`src/logic/uart_pin_pkg.sv`:
```
package uart_pin_pkg;

	// Register byte addresses on the AXI4-Lite port
	localparam logic [7:0] ADDR_TXDATA = 8'h00;
	localparam logic [7:0] ADDR_FIFOCTL = 8'h04;
	localparam logic [7:0] ADDR_LINECTL = 8'h08;
	localparam logic [7:0] ADDR_MODEMCTL = 8'h0C;
	localparam logic [7:0] ADDR_ADDCTL = 8'h10;
	localparam logic [7:0] ADDR_CLKSEL = 8'h14;
	localparam logic [7:0] ADDR_CTRL = 8'h18;
	localparam logic [7:0] ADDR_THRESH = 8'h1C;
	localparam logic [7:0] ADDR_STATUS = 8'h20;
	localparam logic [7:0] ADDR_BAUD = 8'h24;

	// Field positions
	localparam int FIFOCTL_DEEP_BIT = 5;
	localparam int LINECTL_EXT_BIT = 7;
	localparam int MODEMCTL_DTR_BIT = 0;
	localparam int MODEMCTL_IRDA_BIT = 6;
	localparam int ADDCTL_485_LSB = 3;
	localparam int CLKSEL_TXCLK_LSB = 4;
	localparam int CTRL_ENH_BIT = 0;
	localparam int CTRL_FLOW_BIT = 1;
	localparam int ST_STRAP_BIT = 0;
	localparam int ST_DEEP_BIT = 1;
	localparam int ST_TXEMPTY_BIT = 2;
	localparam int ST_DTR_BIT = 3;

	// Field encodings
	localparam logic [1:0] ADDCTL_485_TRUE = 2'h2;
	localparam logic [1:0] ADDCTL_485_INV = 2'h3;
	localparam logic [1:0] CLKSEL_TXCLK_1X = 2'h1;
	localparam logic [1:0] CLKSEL_TXCLK_NX = 2'h2;
	localparam logic [1:0] RESP_OKAY = 2'h0;
	localparam logic [1:0] RESP_SLVERR = 2'h2;

	// FIFO depths reported to the channel FIFOs
	localparam logic [7:0] DEPTH_LEGACY = 8'h10;
	localparam logic [7:0] DEPTH_DEEP = 8'h80;

	// Reset values
	localparam logic [7:0] REG_RST = 8'h00;
	localparam logic [7:0] UPPER_RST = 8'h0C;
	localparam logic [7:0] LOWER_RST = 8'h04;
	localparam logic [15:0] BAUD_RST = 16'h0001;

	// Bit timing: sixteen ticks per bit, IrDA pulse lasts three ticks
	localparam logic [3:0] SUB_LAST = 4'hF;
	localparam logic [3:0] SUB_HALF = 4'h8;
	localparam logic [3:0] IRDA_PULSE = 4'h3;
	localparam logic [3:0] BIT_LAST = 4'h9;
	localparam logic [4:0] RX_HOLD = 5'h10;

	typedef enum logic [1:0] {DTR_PLAIN, DTR_FLOW, DTR_485, DTR_CLK} dtr_mode_t;

endpackage : uart_pin_pkg

```
`src/logic/stream_if.sv`:
```
`timescale 1ns/1ps
`default_nettype none

// Valid/ready byte stream between the register port and the transmitter
interface stream_if #(parameter int W = 8);
	logic valid;
	logic ready;
	logic [W-1:0] data;
	modport src(output valid, output data, input ready);
	modport snk(input valid, input data, output ready);
endinterface : stream_if

`default_nettype wire

```
`src/logic/fifo_buf.sv`:
```
`timescale 1ns/1ps
`default_nettype none

module fifo_buf #(
	parameter int WIDTH = 8,
	parameter int DEPTH = 4
) (
	input wire logic aclk,
	input wire logic aresetn,
	stream_if.snk in_s,
	stream_if.src out_s
);
	localparam int PW = (DEPTH > 1) ? $clog2(DEPTH) : 1;
	localparam int CW = $clog2(DEPTH + 1);

	logic [WIDTH-1:0] mem_q [DEPTH];
	logic [PW-1:0] wptr_q, wptr_d, rptr_q, rptr_d;
	logic [CW-1:0] count_q, count_d;
	logic push, pop;

	// Full and empty come straight from the count, so ready is honest
	assign in_s.ready = (count_q != CW'(DEPTH));
	assign out_s.valid = (count_q != '0);
	assign out_s.data = mem_q[rptr_q];
	assign push = in_s.valid && in_s.ready;
	assign pop = out_s.valid && out_s.ready;

	// Pointer and count update
	always_comb begin
		wptr_d = wptr_q;
		rptr_d = rptr_q;
		if (push) begin
			wptr_d = (wptr_q == PW'(DEPTH - 1)) ? '0 : wptr_q + 1'b1;
		end
		if (pop) begin
			rptr_d = (rptr_q == PW'(DEPTH - 1)) ? '0 : rptr_q + 1'b1;
		end
		count_d = count_q + CW'(push) - CW'(pop);
	end

	always_ff @(posedge aclk) begin
		if (!aresetn) begin
			wptr_q <= '0;
			rptr_q <= '0;
			count_q <= '0;
		end else begin
			wptr_q <= wptr_d;
			rptr_q <= rptr_d;
			count_q <= count_d;
		end
	end

	// Storage needs no reset; reads are gated by valid
	always_ff @(posedge aclk) begin
		if (push) begin
			mem_q[wptr_q] <= in_s.data;
		end
	end

endmodule : fifo_buf

`default_nettype wire

```
`src/logic/uart_pin_ctrl.sv`:
```
`timescale 1ns/1ps
`default_nettype none

module uart_pin_ctrl import uart_pin_pkg::*; #(
	parameter int FIFO_WORDS = 4
) (
	input wire logic aclk,
	input wire logic aresetn,
	input wire logic [7:0] awaddr,
	input wire logic awvalid,
	output logic awready,
	input wire logic [31:0] wdata,
	input wire logic [3:0] wstrb,
	input wire logic wvalid,
	output logic wready,
	output logic [1:0] bresp,
	output logic bvalid,
	input wire logic bready,
	input wire logic [7:0] araddr,
	input wire logic arvalid,
	output logic arready,
	output logic [31:0] rdata,
	output logic [1:0] rresp,
	output logic rvalid,
	input wire logic rready,
	input wire logic fifo_depth_strap,
	input wire logic serial_data_in,
	input wire logic [7:0] rx_fill_level,
	output logic serial_data_out,
	output logic term_ready_n,
	output logic rx_serial,
	output logic [7:0] fifo_depth
);
	typedef enum logic {TX_IDLE, TX_SHIFT} tx_state_t;

	stream_if #(.W(8)) tx_in();
	stream_if #(.W(8)) tx_out();

	logic aw_held_q, aw_held_d, w_held_q, w_held_d;
	logic [7:0] aw_addr_q, aw_addr_d;
	logic [31:0] w_data_q, w_data_d;
	logic [3:0] w_strb_q, w_strb_d;
	logic awready_d, wready_d, bvalid_d, arready_d, rvalid_d;
	logic [1:0] bresp_d, rresp_d;
	logic [31:0] rdata_d;
	logic wr_fire, ar_fire;
	logic [7:0] fifoctl_q, fifoctl_d, linectl_q, linectl_d, modemctl_q, modemctl_d;
	logic [7:0] addctl_q, addctl_d;
	logic [7:0] clksel_q, clksel_d, ctrl_q, ctrl_d, upper_q, upper_d, lower_q, lower_d;
	logic [15:0] baud_q, baud_d;
	logic deep_sel_q, deep_sel_d;
	logic [1:0] sync1_q, sync2_q, sync3_q, stable_q, stable_d;
	logic strap_s, rx_s;
	tx_state_t tx_q, tx_d;
	logic [15:0] div_q, div_d;
	logic [3:0] sub_q, sub_d, bitn_q, bitn_d;
	logic [9:0] shreg_q, shreg_d;
	logic nx_clk_q, nx_clk_d, tick, tx_empty, bit_clk, irda_on;
	logic [4:0] hold_q, hold_d;
	logic flow_hold_q, flow_hold_d;
	dtr_mode_t mode;
	logic sdo_d, dtr_d, rxs_d;
	logic [7:0] depth_d;

	fifo_buf #(.WIDTH(8), .DEPTH(FIFO_WORDS)) u_tx_fifo (
		.aclk(aclk),
		.aresetn(aresetn),
		.in_s(tx_in),
		.out_s(tx_out)
	);

	////////////////////////////////////////////////////////////////////////////////
	// AXI4-Lite slave

	function automatic logic addr_known(input logic [7:0] a);
		return a inside {ADDR_TXDATA, ADDR_FIFOCTL, ADDR_LINECTL, ADDR_MODEMCTL, ADDR_ADDCTL,
			ADDR_CLKSEL, ADDR_CTRL, ADDR_THRESH, ADDR_STATUS, ADDR_BAUD};
	endfunction : addr_known

	// A data write stalls in the holding stage while the FIFO is full
	assign wr_fire = aw_held_q && w_held_q && !bvalid
		&& (aw_addr_q != ADDR_TXDATA || tx_in.ready);
	assign ar_fire = arvalid && arready;
	assign tx_in.valid = wr_fire && aw_addr_q == ADDR_TXDATA && w_strb_q[0];
	assign tx_in.data = w_data_q[7:0];

	// Address and data are held separately, so either may come first
	always_comb begin
		aw_held_d = aw_held_q;
		aw_addr_d = aw_addr_q;
		w_held_d = w_held_q;
		w_data_d = w_data_q;
		w_strb_d = w_strb_q;
		bvalid_d = bvalid;
		bresp_d = bresp;
		if (awvalid && awready) begin
			aw_held_d = 1'b1;
			aw_addr_d = awaddr;
		end
		if (wvalid && wready) begin
			w_held_d = 1'b1;
			w_data_d = wdata;
			w_strb_d = wstrb;
		end
		if (bvalid && bready) begin
			bvalid_d = 1'b0;
		end
		if (wr_fire) begin
			aw_held_d = 1'b0;
			w_held_d = 1'b0;
			bvalid_d = 1'b1;
			bresp_d = addr_known(aw_addr_q) ? RESP_OKAY : RESP_SLVERR;
		end
		awready_d = !aw_held_d;
		wready_d = !w_held_d;
	end

	// Read answers one cycle after the address is taken
	always_comb begin
		rvalid_d = rvalid;
		rdata_d = rdata;
		rresp_d = rresp;
		if (rvalid && rready) begin
			rvalid_d = 1'b0;
		end
		if (ar_fire) begin
			rvalid_d = 1'b1;
			rresp_d = addr_known(araddr) ? RESP_OKAY : RESP_SLVERR;
			unique case (araddr)
				ADDR_FIFOCTL: rdata_d = {24'h000000, fifoctl_q};
				ADDR_LINECTL: rdata_d = {24'h000000, linectl_q};
				ADDR_MODEMCTL: rdata_d = {24'h000000, modemctl_q};
				ADDR_ADDCTL: rdata_d = {24'h000000, addctl_q};
				ADDR_CLKSEL: rdata_d = {24'h000000, clksel_q};
				ADDR_CTRL: rdata_d = {24'h000000, ctrl_q};
				ADDR_THRESH: rdata_d = {16'h0000, lower_q, upper_q};
				ADDR_BAUD: rdata_d = {16'h0000, baud_q};
				ADDR_STATUS: rdata_d = {28'h0000000, term_ready_n, tx_empty,
					fifo_depth == DEPTH_DEEP, strap_s};
				default: rdata_d = 32'h00000000;
			endcase
		end
		arready_d = !rvalid_d;
	end

	always_ff @(posedge aclk) begin
		if (!aresetn) begin
			aw_held_q <= 1'b0;
			aw_addr_q <= 8'h00;
			w_held_q <= 1'b0;
			w_data_q <= 32'h00000000;
			w_strb_q <= 4'h0;
			awready <= 1'b0;
			wready <= 1'b0;
			bvalid <= 1'b0;
			bresp <= RESP_OKAY;
			arready <= 1'b0;
			rvalid <= 1'b0;
			rdata <= 32'h00000000;
			rresp <= RESP_OKAY;
		end else begin
			aw_held_q <= aw_held_d;
			aw_addr_q <= aw_addr_d;
			w_held_q <= w_held_d;
			w_data_q <= w_data_d;
			w_strb_q <= w_strb_d;
			awready <= awready_d;
			wready <= wready_d;
			bvalid <= bvalid_d;
			bresp <= bresp_d;
			arready <= arready_d;
			rvalid <= rvalid_d;
			rdata <= rdata_d;
			rresp <= rresp_d;
		end
	end

	////////////////////////////////////////////////////////////////////////////////
	// Control registers

	always_comb begin
		fifoctl_d = fifoctl_q;
		linectl_d = linectl_q;
		modemctl_d = modemctl_q;
		addctl_d = addctl_q;
		clksel_d = clksel_q;
		ctrl_d = ctrl_q;
		upper_d = upper_q;
		lower_d = lower_q;
		baud_d = baud_q;
		deep_sel_d = deep_sel_q;
		if (wr_fire && w_strb_q[0]) begin
			unique case (aw_addr_q)
				ADDR_FIFOCTL: begin
					fifoctl_d = w_data_q[7:0];
					if (linectl_q[LINECTL_EXT_BIT]) begin
						deep_sel_d = w_data_q[FIFOCTL_DEEP_BIT];
					end
				end
				ADDR_LINECTL: linectl_d = w_data_q[7:0];
				ADDR_MODEMCTL: modemctl_d = w_data_q[7:0];
				ADDR_ADDCTL: addctl_d = w_data_q[7:0];
				ADDR_CLKSEL: clksel_d = w_data_q[7:0];
				ADDR_CTRL: ctrl_d = w_data_q[7:0];
				ADDR_THRESH: upper_d = w_data_q[7:0];
				ADDR_BAUD: baud_d[7:0] = w_data_q[7:0];
				default: ;
			endcase
		end
		// Second byte lane only exists for the threshold and baud words
		if (wr_fire && w_strb_q[1] && aw_addr_q == ADDR_THRESH) begin
			lower_d = w_data_q[15:8];
		end
		if (wr_fire && w_strb_q[1] && aw_addr_q == ADDR_BAUD) begin
			baud_d[15:8] = w_data_q[15:8];
		end
	end

	always_ff @(posedge aclk) begin
		if (!aresetn) begin
			fifoctl_q <= REG_RST;
			linectl_q <= REG_RST;
			modemctl_q <= REG_RST;
			addctl_q <= REG_RST;
			clksel_q <= REG_RST;
			ctrl_q <= REG_RST;
			upper_q <= UPPER_RST;
			lower_q <= LOWER_RST;
			baud_q <= BAUD_RST;
			deep_sel_q <= 1'b0;
		end else begin
			fifoctl_q <= fifoctl_d;
			linectl_q <= linectl_d;
			modemctl_q <= modemctl_d;
			addctl_q <= addctl_d;
			clksel_q <= clksel_d;
			ctrl_q <= ctrl_d;
			upper_q <= upper_d;
			lower_q <= lower_d;
			baud_q <= baud_d;
			deep_sel_q <= deep_sel_d;
		end
	end

	////////////////////////////////////////////////////////////////////////////////
	// Pin synchronisers: a level counts once stages two and three agree

	assign strap_s = stable_q[0];
	assign rx_s = stable_q[1];

	always_comb begin
		stable_d = stable_q;
		for (int i = 0; i < 2; i++) begin
			if (sync2_q[i] == sync3_q[i]) begin
				stable_d[i] = sync3_q[i];
			end
		end
	end

	always_ff @(posedge aclk) begin
		if (!aresetn) begin
			sync1_q <= 2'h0;
			sync2_q <= 2'h0;
			sync3_q <= 2'h0;
			stable_q <= 2'h0;
		end else begin
			sync1_q <= {serial_data_in, fifo_depth_strap};
			sync2_q <= sync1_q;
			sync3_q <= sync2_q;
			stable_q <= stable_d;
		end
	end

	////////////////////////////////////////////////////////////////////////////////
	// Transmitter: 8N1, sixteen baud ticks per bit

	assign tick = (div_q == 16'h0000);
	assign tx_out.ready = (tx_q == TX_IDLE);
	assign tx_empty = (tx_q == TX_IDLE) && !tx_out.valid;
	assign bit_clk = (tx_q == TX_SHIFT) && (sub_q < SUB_HALF);
	assign irda_on = ctrl_q[CTRL_ENH_BIT] && modemctl_q[MODEMCTL_IRDA_BIT];

	always_comb begin
		tx_d = tx_q;
		sub_d = sub_q;
		bitn_d = bitn_q;
		shreg_d = shreg_q;
		div_d = tick ? baud_q - 16'h0001 : div_q - 16'h0001;
		nx_clk_d = tick ? !nx_clk_q : nx_clk_q;
		unique case (tx_q)
			TX_IDLE: begin
				if (tx_out.valid) begin
					tx_d = TX_SHIFT;
					shreg_d = {1'b1, tx_out.data, 1'b0};
					sub_d = 4'h0;
					bitn_d = 4'h0;
				end
			end
			TX_SHIFT: begin
				if (tick) begin
					sub_d = sub_q + 4'h1;
					if (sub_q == SUB_LAST) begin
						shreg_d = {1'b1, shreg_q[9:1]};
						bitn_d = bitn_q + 4'h1;
						if (bitn_q == BIT_LAST) begin
							tx_d = TX_IDLE;
						end
					end
				end
			end
		endcase
	end

	always_ff @(posedge aclk) begin
		if (!aresetn) begin
			tx_q <= TX_IDLE;
			div_q <= 16'h0000;
			sub_q <= 4'h0;
			bitn_q <= 4'h0;
			shreg_q <= 10'h3FF;
			nx_clk_q <= 1'b0;
		end else begin
			tx_q <= tx_d;
			div_q <= div_d;
			sub_q <= sub_d;
			bitn_q <= bitn_d;
			shreg_q <= shreg_d;
			nx_clk_q <= nx_clk_d;
		end
	end

	////////////////////////////////////////////////////////////////////////////////
	// Pin functions: depth, IrDA, terminal-ready

	// Clock output outranks RS485, which outranks flow control
	always_comb begin
		if (clksel_q[CLKSEL_TXCLK_LSB+:2] inside {CLKSEL_TXCLK_1X, CLKSEL_TXCLK_NX}) begin
			mode = DTR_CLK;
		end else if (addctl_q[ADDCTL_485_LSB+:2] inside {ADDCTL_485_TRUE, ADDCTL_485_INV}) begin
			mode = DTR_485;
		end else if (ctrl_q[CTRL_FLOW_BIT]) begin
			mode = DTR_FLOW;
		end else begin
			mode = DTR_PLAIN;
		end
	end

	always_comb begin
		depth_d = (strap_s || deep_sel_q || ctrl_q[CTRL_ENH_BIT]) ? DEPTH_DEEP
			: DEPTH_LEGACY;
		// Hysteresis: reaching upper wins over falling below lower
		flow_hold_d = flow_hold_q;
		if (rx_fill_level >= upper_q) begin
			flow_hold_d = 1'b1;
		end else if (rx_fill_level < lower_q) begin
			flow_hold_d = 1'b0;
		end
		unique case (mode)
			DTR_CLK: dtr_d = (clksel_q[CLKSEL_TXCLK_LSB+:2] == CLKSEL_TXCLK_NX) ? nx_clk_q
				: bit_clk;
			DTR_485: dtr_d = addctl_q[ADDCTL_485_LSB] ? !tx_empty : tx_empty;
			DTR_FLOW: dtr_d = !flow_hold_d;
			DTR_PLAIN: dtr_d = !modemctl_q[MODEMCTL_DTR_BIT];
		endcase
		// IrDA: a short high pulse marks each zero bit, idle stays low
		sdo_d = irda_on ? ((tx_q == TX_SHIFT) && !shreg_q[0] && sub_q < IRDA_PULSE)
			: shreg_q[0];
		// A received IrDA pulse becomes a zero held for one bit of ticks from its start;
		// reloading on every high cycle would stretch the zero by the pulse width
		hold_d = hold_q;
		if (irda_on && rx_s && hold_q == 5'h00) begin
			hold_d = RX_HOLD;
		end else if (tick && hold_q != 5'h00) begin
			hold_d = hold_q - 5'h01;
		end
		rxs_d = irda_on ? (hold_d == 5'h00) : rx_s;
	end

	always_ff @(posedge aclk) begin
		if (!aresetn) begin
			fifo_depth <= DEPTH_LEGACY;
			flow_hold_q <= 1'b0;
			term_ready_n <= 1'b1;
			serial_data_out <= 1'b1;
			hold_q <= 5'h00;
			rx_serial <= 1'b1;
		end else begin
			fifo_depth <= depth_d;
			flow_hold_q <= flow_hold_d;
			term_ready_n <= dtr_d;
			serial_data_out <= sdo_d;
			hold_q <= hold_d;
			rx_serial <= rxs_d;
		end
	end
endmodule : uart_pin_ctrl

`default_nettype wire

```
`config.mk`:
```
export PLATFORM = sky130hd
export DESIGN_NAME = uart_pin_ctrl
export DESIGN_NICKNAME = d
export VERILOG_FILES = /design/src/logic/uart_pin_pkg.sv /design/src/logic/stream_if.sv /design/src/logic/fifo_buf.sv /design/src/logic/uart_pin_ctrl.sv
export SDC_FILE = /design/constraint.sdc
export NUM_CORES = 1
export LEC_CHECK = 0
export ABC_AREA = 1
export BUFFER_PORTS_ARGS = -buffer_cell sky130_fd_sc_hd__buf_2
export CAP_MARGIN = 10
export CORE_MARGIN = 2
export CORE_UTILIZATION = 55
export DETAILED_ROUTE_END_ITERATION = 10
export PLACE_DENSITY = 0.76
export SLEW_MARGIN = 0
export SYNTH_ARGS = -nofsm -noshare
export SYNTH_HDL_FRONTEND = slang
export SYNTH_HIERARCHICAL = 1
export SYNTH_SLANG_ARGS = --single-unit
```
`constraint.sdc`:
```
create_clock -name aclk -period 3.8 [get_ports aclk]
set_input_delay 1.14 -clock aclk [delete_from_list [all_inputs] [get_ports aclk]]
set_output_delay 1.14 -clock aclk [all_outputs]
set_load 0.03 [all_outputs]
```
# [Word level (Yosys, flattened, before mapping)]
# Memories as Yosys holds them, arrays and structs flattened. A register that Yosys moved wholly into a read port is not among the register bits.
# Cells that the tools add are included.
[totals] inputBits=69 ramBits=32 mem_count=1 ff_bits=218
[mem_list] memory="u_tx_fifo.mem_q" depth=4 width=8 rd=1 rd_clocked_by_memory_dff=1 wr=1 line="fifo_buf.sv:16" source="logic [WIDTH-1:0] mem_q [DEPTH];"
[op_classes] n_addsub=9 order_cmp=4 n_mux=46 n_reduce_logical=62 n_bitwise=1 eq_ne=36
[ops] operator="$pmux W16 S9" count=1
[ops] operator="$eq A8 B5 Y1 const B" count=8
[ops] operator="$eq A8 B4 Y1 const B" count=4
[ops] operator="$eq A8 B6 Y1 const B" count=4
[ops] operator="$sub A16 B1 Y16 const B" count=2
[ops] operator="$mux W10" count=3
[ops] operator="$logic_and A1 B1 Y1" count=24
[ops] operator="$mux W1" count=21
[ops] operator="$pmux W10 S2" count=1
[ops] operator="$reduce_bool A10 Y1" count=2
[ops] operator="$reduce_and A2 Y1" count=9
[ops] operator="$eq A8 B3 Y1 const B" count=2
[ops] operator="$logic_not A16 Y1" count=1
[ops] operator="$logic_not A8 Y1" count=2
[ops] operator="$mux W16" count=1
[ops] operator="$mux W2" count=8
[ops] operator="$mux W4" count=4
[ops] operator="$pmux W4 S2" count=2
[ops] operator="$eq A2 B2 Y1 const B" count=7
[ops] operator="$logic_not A1 Y1" count=10
[ops] operator="$logic_not A5 Y1" count=2
[ops] operator="$mux W5" count=2
[ops] operator="$add A4 B1 Y4 const B" count=2
[ops] operator="$eq A4 B4 Y1 const B" count=2
[ops] operator="25 further kinds" count=34

# [Depth between registers and ports, before layout]
[depth] word_depth=8 depth_mapped=19

# [Hierarchy]
# Netlist, hierarchy kept.
[modules_own_cells] module="uart_pin_ctrl" area_per_inst_um2=8772.2 seq_area_each_um2=3723.6 cells_per_inst=1194 instances=1
[modules_own_cells] module="fifo_buf" area_per_inst_um2=1702.9 seq_area_each_um2=1141.1 cells_per_inst=138 instances=1

# [Worst setup path before layout]
# OpenSTA, ideal clock, no wires.
[synth_timing] path_type="flip-flop to flip-flop" from="register bvalid" to="register u_tx_fifo.count_q[2]" setup_slack_ps=1215 t_arrival_ps=2472 required_ps=3687 setup_time_ps=113 path_stages_with_launch=14 path_cell_list="dfxtp_1 nor3_1 nand2_2 nor2_4 inv_1 nor3_1 nand2_4 ha_1 inv_1 ha_1 inv_1 fa_1 nor2_1 nor2_1"
[synth_via] elab_chain_len=8
[synth_rtl] element="start: declaration" line="uart_pin_ctrl.sv:17" source="output logic bvalid,"
[synth_rtl] element="start signal: assignment" line="uart_pin_ctrl.sv:169" source="bvalid <= bvalid_d;"
[synth_rtl] element="$logic_not A1 Y1" line="uart_pin_ctrl.sv:81" source="assign wr_fire = aw_held_q && w_held_q && !bvalid"
[synth_rtl] element="$logic_and A1 B1 Y1" line="uart_pin_ctrl.sv:81"
[synth_rtl] element="$logic_and A1 B1 Y1" line="uart_pin_ctrl.sv:82" source="&& (aw_addr_q != ADDR_TXDATA || tx_in.ready);"
[synth_rtl] element="$logic_and A1 B1 Y1 (2 in series)" line="uart_pin_ctrl.sv:84" source="assign tx_in.valid = wr_fire && aw_addr_q == ADDR_TXDATA && w_strb_q[0];"
[synth_rtl] element="net tx_in.valid" line="stream_if.sv:6" source="logic valid;"
[synth_rtl] element="$logic_and A1 B1 Y1" line="fifo_buf.sv:25" source="assign push = in_s.valid && in_s.ready;"
[synth_rtl] element="$add A3 B1 Y3" line="fifo_buf.sv:38" source="count_d = count_q + CW'(push) - CW'(pop);"
[synth_rtl] element="$sub A3 B1 Y3" line="fifo_buf.sv:38"
[synth_rtl] element="end signal: assignment" line="fifo_buf.sv:49" source="count_q <= count_d;"
[synth_rtl] element="end: declaration" line="fifo_buf.sv:18" source="logic [CW-1:0] count_q, count_d;"
# The timed path passes the listed nets, and every way through them passes these cells.
# A chain may end at the register's enable or synchronous reset.

# [Worst setup path in the final report]
[layout_timing] from="register u_tx_fifo.count_q[1]" to="register u_tx_fifo.count_q[2]"
[layout_via] elab_chain_len=8 elab_cells_between_ends=10 cone_classes="add/sub: 2; eq/ne: 1; reduce/logical: 7"
[layout_rtl] element="$ne A3 B3 Y1" line="fifo_buf.sv:22" source="assign in_s.ready = (count_q != CW'(DEPTH));"
[layout_rtl] element="net tx_in.ready" line="stream_if.sv:7" source="logic ready;"
[layout_rtl] element="$logic_or A1 B1 Y1" line="uart_pin_ctrl.sv:82"
[layout_rtl] element="$logic_and A1 B1 Y1" line="uart_pin_ctrl.sv:82"
[layout_rtl] element="$logic_and A1 B1 Y1 (2 in series)" line="uart_pin_ctrl.sv:84"
[layout_rtl] element="net tx_in.valid" line="stream_if.sv:6"
[layout_rtl] element="$logic_and A1 B1 Y1" line="fifo_buf.sv:25"
[layout_rtl] element="$add A3 B1 Y3" line="fifo_buf.sv:38"
[layout_rtl] element="$sub A3 B1 Y3" line="fifo_buf.sv:38"
# The timed path passes the listed nets, and every way through them passes these cells.

==> flow_summary.toml <==
[global_routing]
grt_pass1_vias = 8119
grt_use_total_pct = 24.6
grt_pass1_wl_um = 39900
antenna_found_initial = 0
grt_max_degree = 121
overflow = 0

[logic_synthesis]
yosys_warnings = 6
ys.flop_type = "dfxtp_1"
avgSynthCellArea_um2 = 7.86
seq_area_frac_synth_pct = 46.4
syn_area_um2 = 10500
synth-edff-count = 32
synthArstFlopShare_pct = 0
ys_types = 51
ys_seq_elements = 227
syn-instance-count = 1332

[floorplanning]
core-area_um2 = 18700
initial_core_util_pct = 56.0
io_pins = 121
die_w_um = 142
fp.dieArea_um2 = 20200
fp-row-count = 50
die_h_um = 142

[sta]
final.setup_skew_ps = 16.3
rsz0062_at_grt = "no"
final.setup.tns_ps = 0
setup_violations = 0
max-slew-margin-rel_pct = 36.8
hold_viol = 0
finalCritPeriodShare_pct = 75.5
max_clock_freq_mhz = 348
worst_pin_slew_ps = 947
final_max_slew_viol_count = 0
fin_crit_ps = 2870

[clock_tree]
htree_levels = 1
ctsRootBufferMaster = "clkbuf_16"
cts_hold_buf = 0
ctsResizeCount = 0
clk_path_buf_depth = 3
cts_buffers = 24
postCtsSetupRepairBufs = 0
cts_tree = "built"
clkSinkCount = 227
clkLatencyLatePin_ps = 510
path_clk_slew_ps = 60

[routing]
drtIter0Drc = 503
first_pass_iters = 7
wl_per_cell_um = 15.0
drtAntennaViolNets = 0
vias_per_cell = 5.35
vias = 8810
wl_um = 24700
drc = 0

[worst_setup_path]
worstReg2RegStart = "u_tx_fifo/count_q[1]"
crit_path_end_kind = "flip-flop"
cp.arrival_ps = 3260
critPathKind = "reg2reg"
crit_required_ps = 4190
crit_family = "simple AND/OR/NAND/NOR gates"
max_stage_delay_ps = 440
r2r_cells = 17
start_kind = "flip-flop"
reg2reg_slack_ps = 930
slowest_stage = "dfxtp_1"
r2r_end = "u_tx_fifo/count_q[2]"
worstPathMaxFanout = 7
cp_num_buf_inv = 5
worst_path_most_repeated_cell = "inv_1"
crit_chain = "nor2_4 -> nand2_4 -> inv_1 -> nand2_1 -> nand2_2 -> nor2_4 -> inv_1 -> nor3_1 -> buf_4 -> nand2_4 -> ha_1 -> inv_1 -> ha_1 -> inv_1 -> fa_1 -> nor2_1 -> nor2_1"

[hold_path]
holdCritStartpoint = "sync1_q[1]"
hp-class = "reg2reg"
min_to = "sync2_q[1]"
holdPathStages = 2

[job]
timing.max_cap.violations = 0

[cells_and_area]
antenna_cells = 0
num-fill-cells = 1614
layout-drive-gt1-share_pct = 13.1
regArea_um2 = 4860
final_nets = 1495
multi_input_area_um2 = 4650
area_growth_pct = 11.2

[placed_design]
portBuffers = 78
hpwlAfterDp_um = 17300
place_congestion = 0.913

[pwr]
power_density_nw_per_um2 = 592
p_total_w = 0.00689
vdd_drop_max_mv = 0.301
p_leak_nw = 5.08

[outcome]
outcome = "complete, no violations"
==> cell usage after synthesis (all sizes together), types with 7 or more instances <==
master,instances,share of area [%]
xor2,7,0.59
clkbuf,25,0.99
nand2,250,9.9
dfxtp,195,37
edfxtp,32,9.2
nand4,8,0.54
o22ai,19,1.1
o21ai,151,7.4
a21oi,153,7.3
nand3b,7,0.50
nor3,8,0.38
ha,29,3.5
inv,152,5.4
nor2,164,7.3
buf,44,3.4
nand3,61,3.2
==> worst min-delay path: stages, from the launching register on <==
cell     delay [ps]
dfxtp_1         310
nand2_1          50
inv_1            40
==> cell families (layout without fill, tap and decap cells) <==
kind of cell	count (synthesis)	after routing	share of synthesized area, %
other cells	1	24	0.0358
fa+ha+maj	30	30	3.66
flops	227	227	46.4
compound gates	341	341	17.3
xor+xnor	7	7	0.585
simple gates	501	501	22.0
buf+inv	225	282	9.97
==> cells in the final DEF (no fill, tap or decap), types with 7 or more instances in the layout <==
master       n
nor2_1     142
nand2_1    229
nand2_2     14
dfxtp_1    195
o22ai_1     19
nor3_1       8
o21ai_1     11
edfxtp_1    32
ha_1        29
nand4_1      7
nor2_2       7
a21oi_1    152
inv_1      147
nand3_1     55
conb_1      24
nand3b_1     7
nor2_4      13
xor2_1       7
o21ai_0    136
clkbuf_16   26
buf_2       77
==> power by group <==
part,internal (W),switching [W],leakage (nW)
registers,0.00262,0.000156,1.88
clock network,0.00143,0.000922,0.396
logic,0.000568,0.00119,2.81
total,0.00462,0.00227,5.08
==> area by class of cell <==
class | count | area share, %
flip-flops and latches | 227 | 41.8
inverters | 156 | 5.03
clock buffers | 34 | 6.10
repair buffers | 84 | 3.87
clock inverters | 8 | 0.806
well taps | 234 | 2.51
multi-input cells | 903 | 39.9
==> per-layer routing <==
metal	wire length [um]	global-route usage (%)	part of all wire, %	up-vias
met5	0	0	0	-
met4	1160	11.5	4.7	0
met3	1550	3.97	6.3	72
met2	11300	40.4	46	301
met1	10700	32.1	43	3981
li1	-	-	-	4456
==> through the flow <==
stage	worst slack [ps]	instance area, um2	util, %	cells	hold WS (ps)
global route	685	11600	62.3	1646	469
detailed placement	882	10800	58.0	1604	411
finish	931	11600	62.3	1646	419
global placement	884	10800	58.0	1604	394
floorplan	1220	10600	-	1355	390
CTS	942	11600	62.3	1646	428
==> worst max path at each step <==
stage,startpoint,to,cells after the start
floorplan,bvalid,u_tx_fifo/count_q[2],13
global placement,arvalid,rdata[4],5
detailed placement,araddr[1],rdata[0],9
CTS,u_tx_fifo/count_q[1],u_tx_fifo/count_q[2],17
global route,u_tx_fifo/count_q[1],u_tx_fifo/count_q[2],18
finish,u_tx_fifo/count_q[1],u_tx_fifo/count_q[2],17
==> registers in the layout (all words and copies together) (netlist names), 9 cells and up, named ones only <==
register         flops
baud_q              16
div_q               16
rdata               16
shreg_q              9
u_tx_fifo/mem_q     32
w_data_q            16
Note: power is estimated with default switching activity, not from simulation.
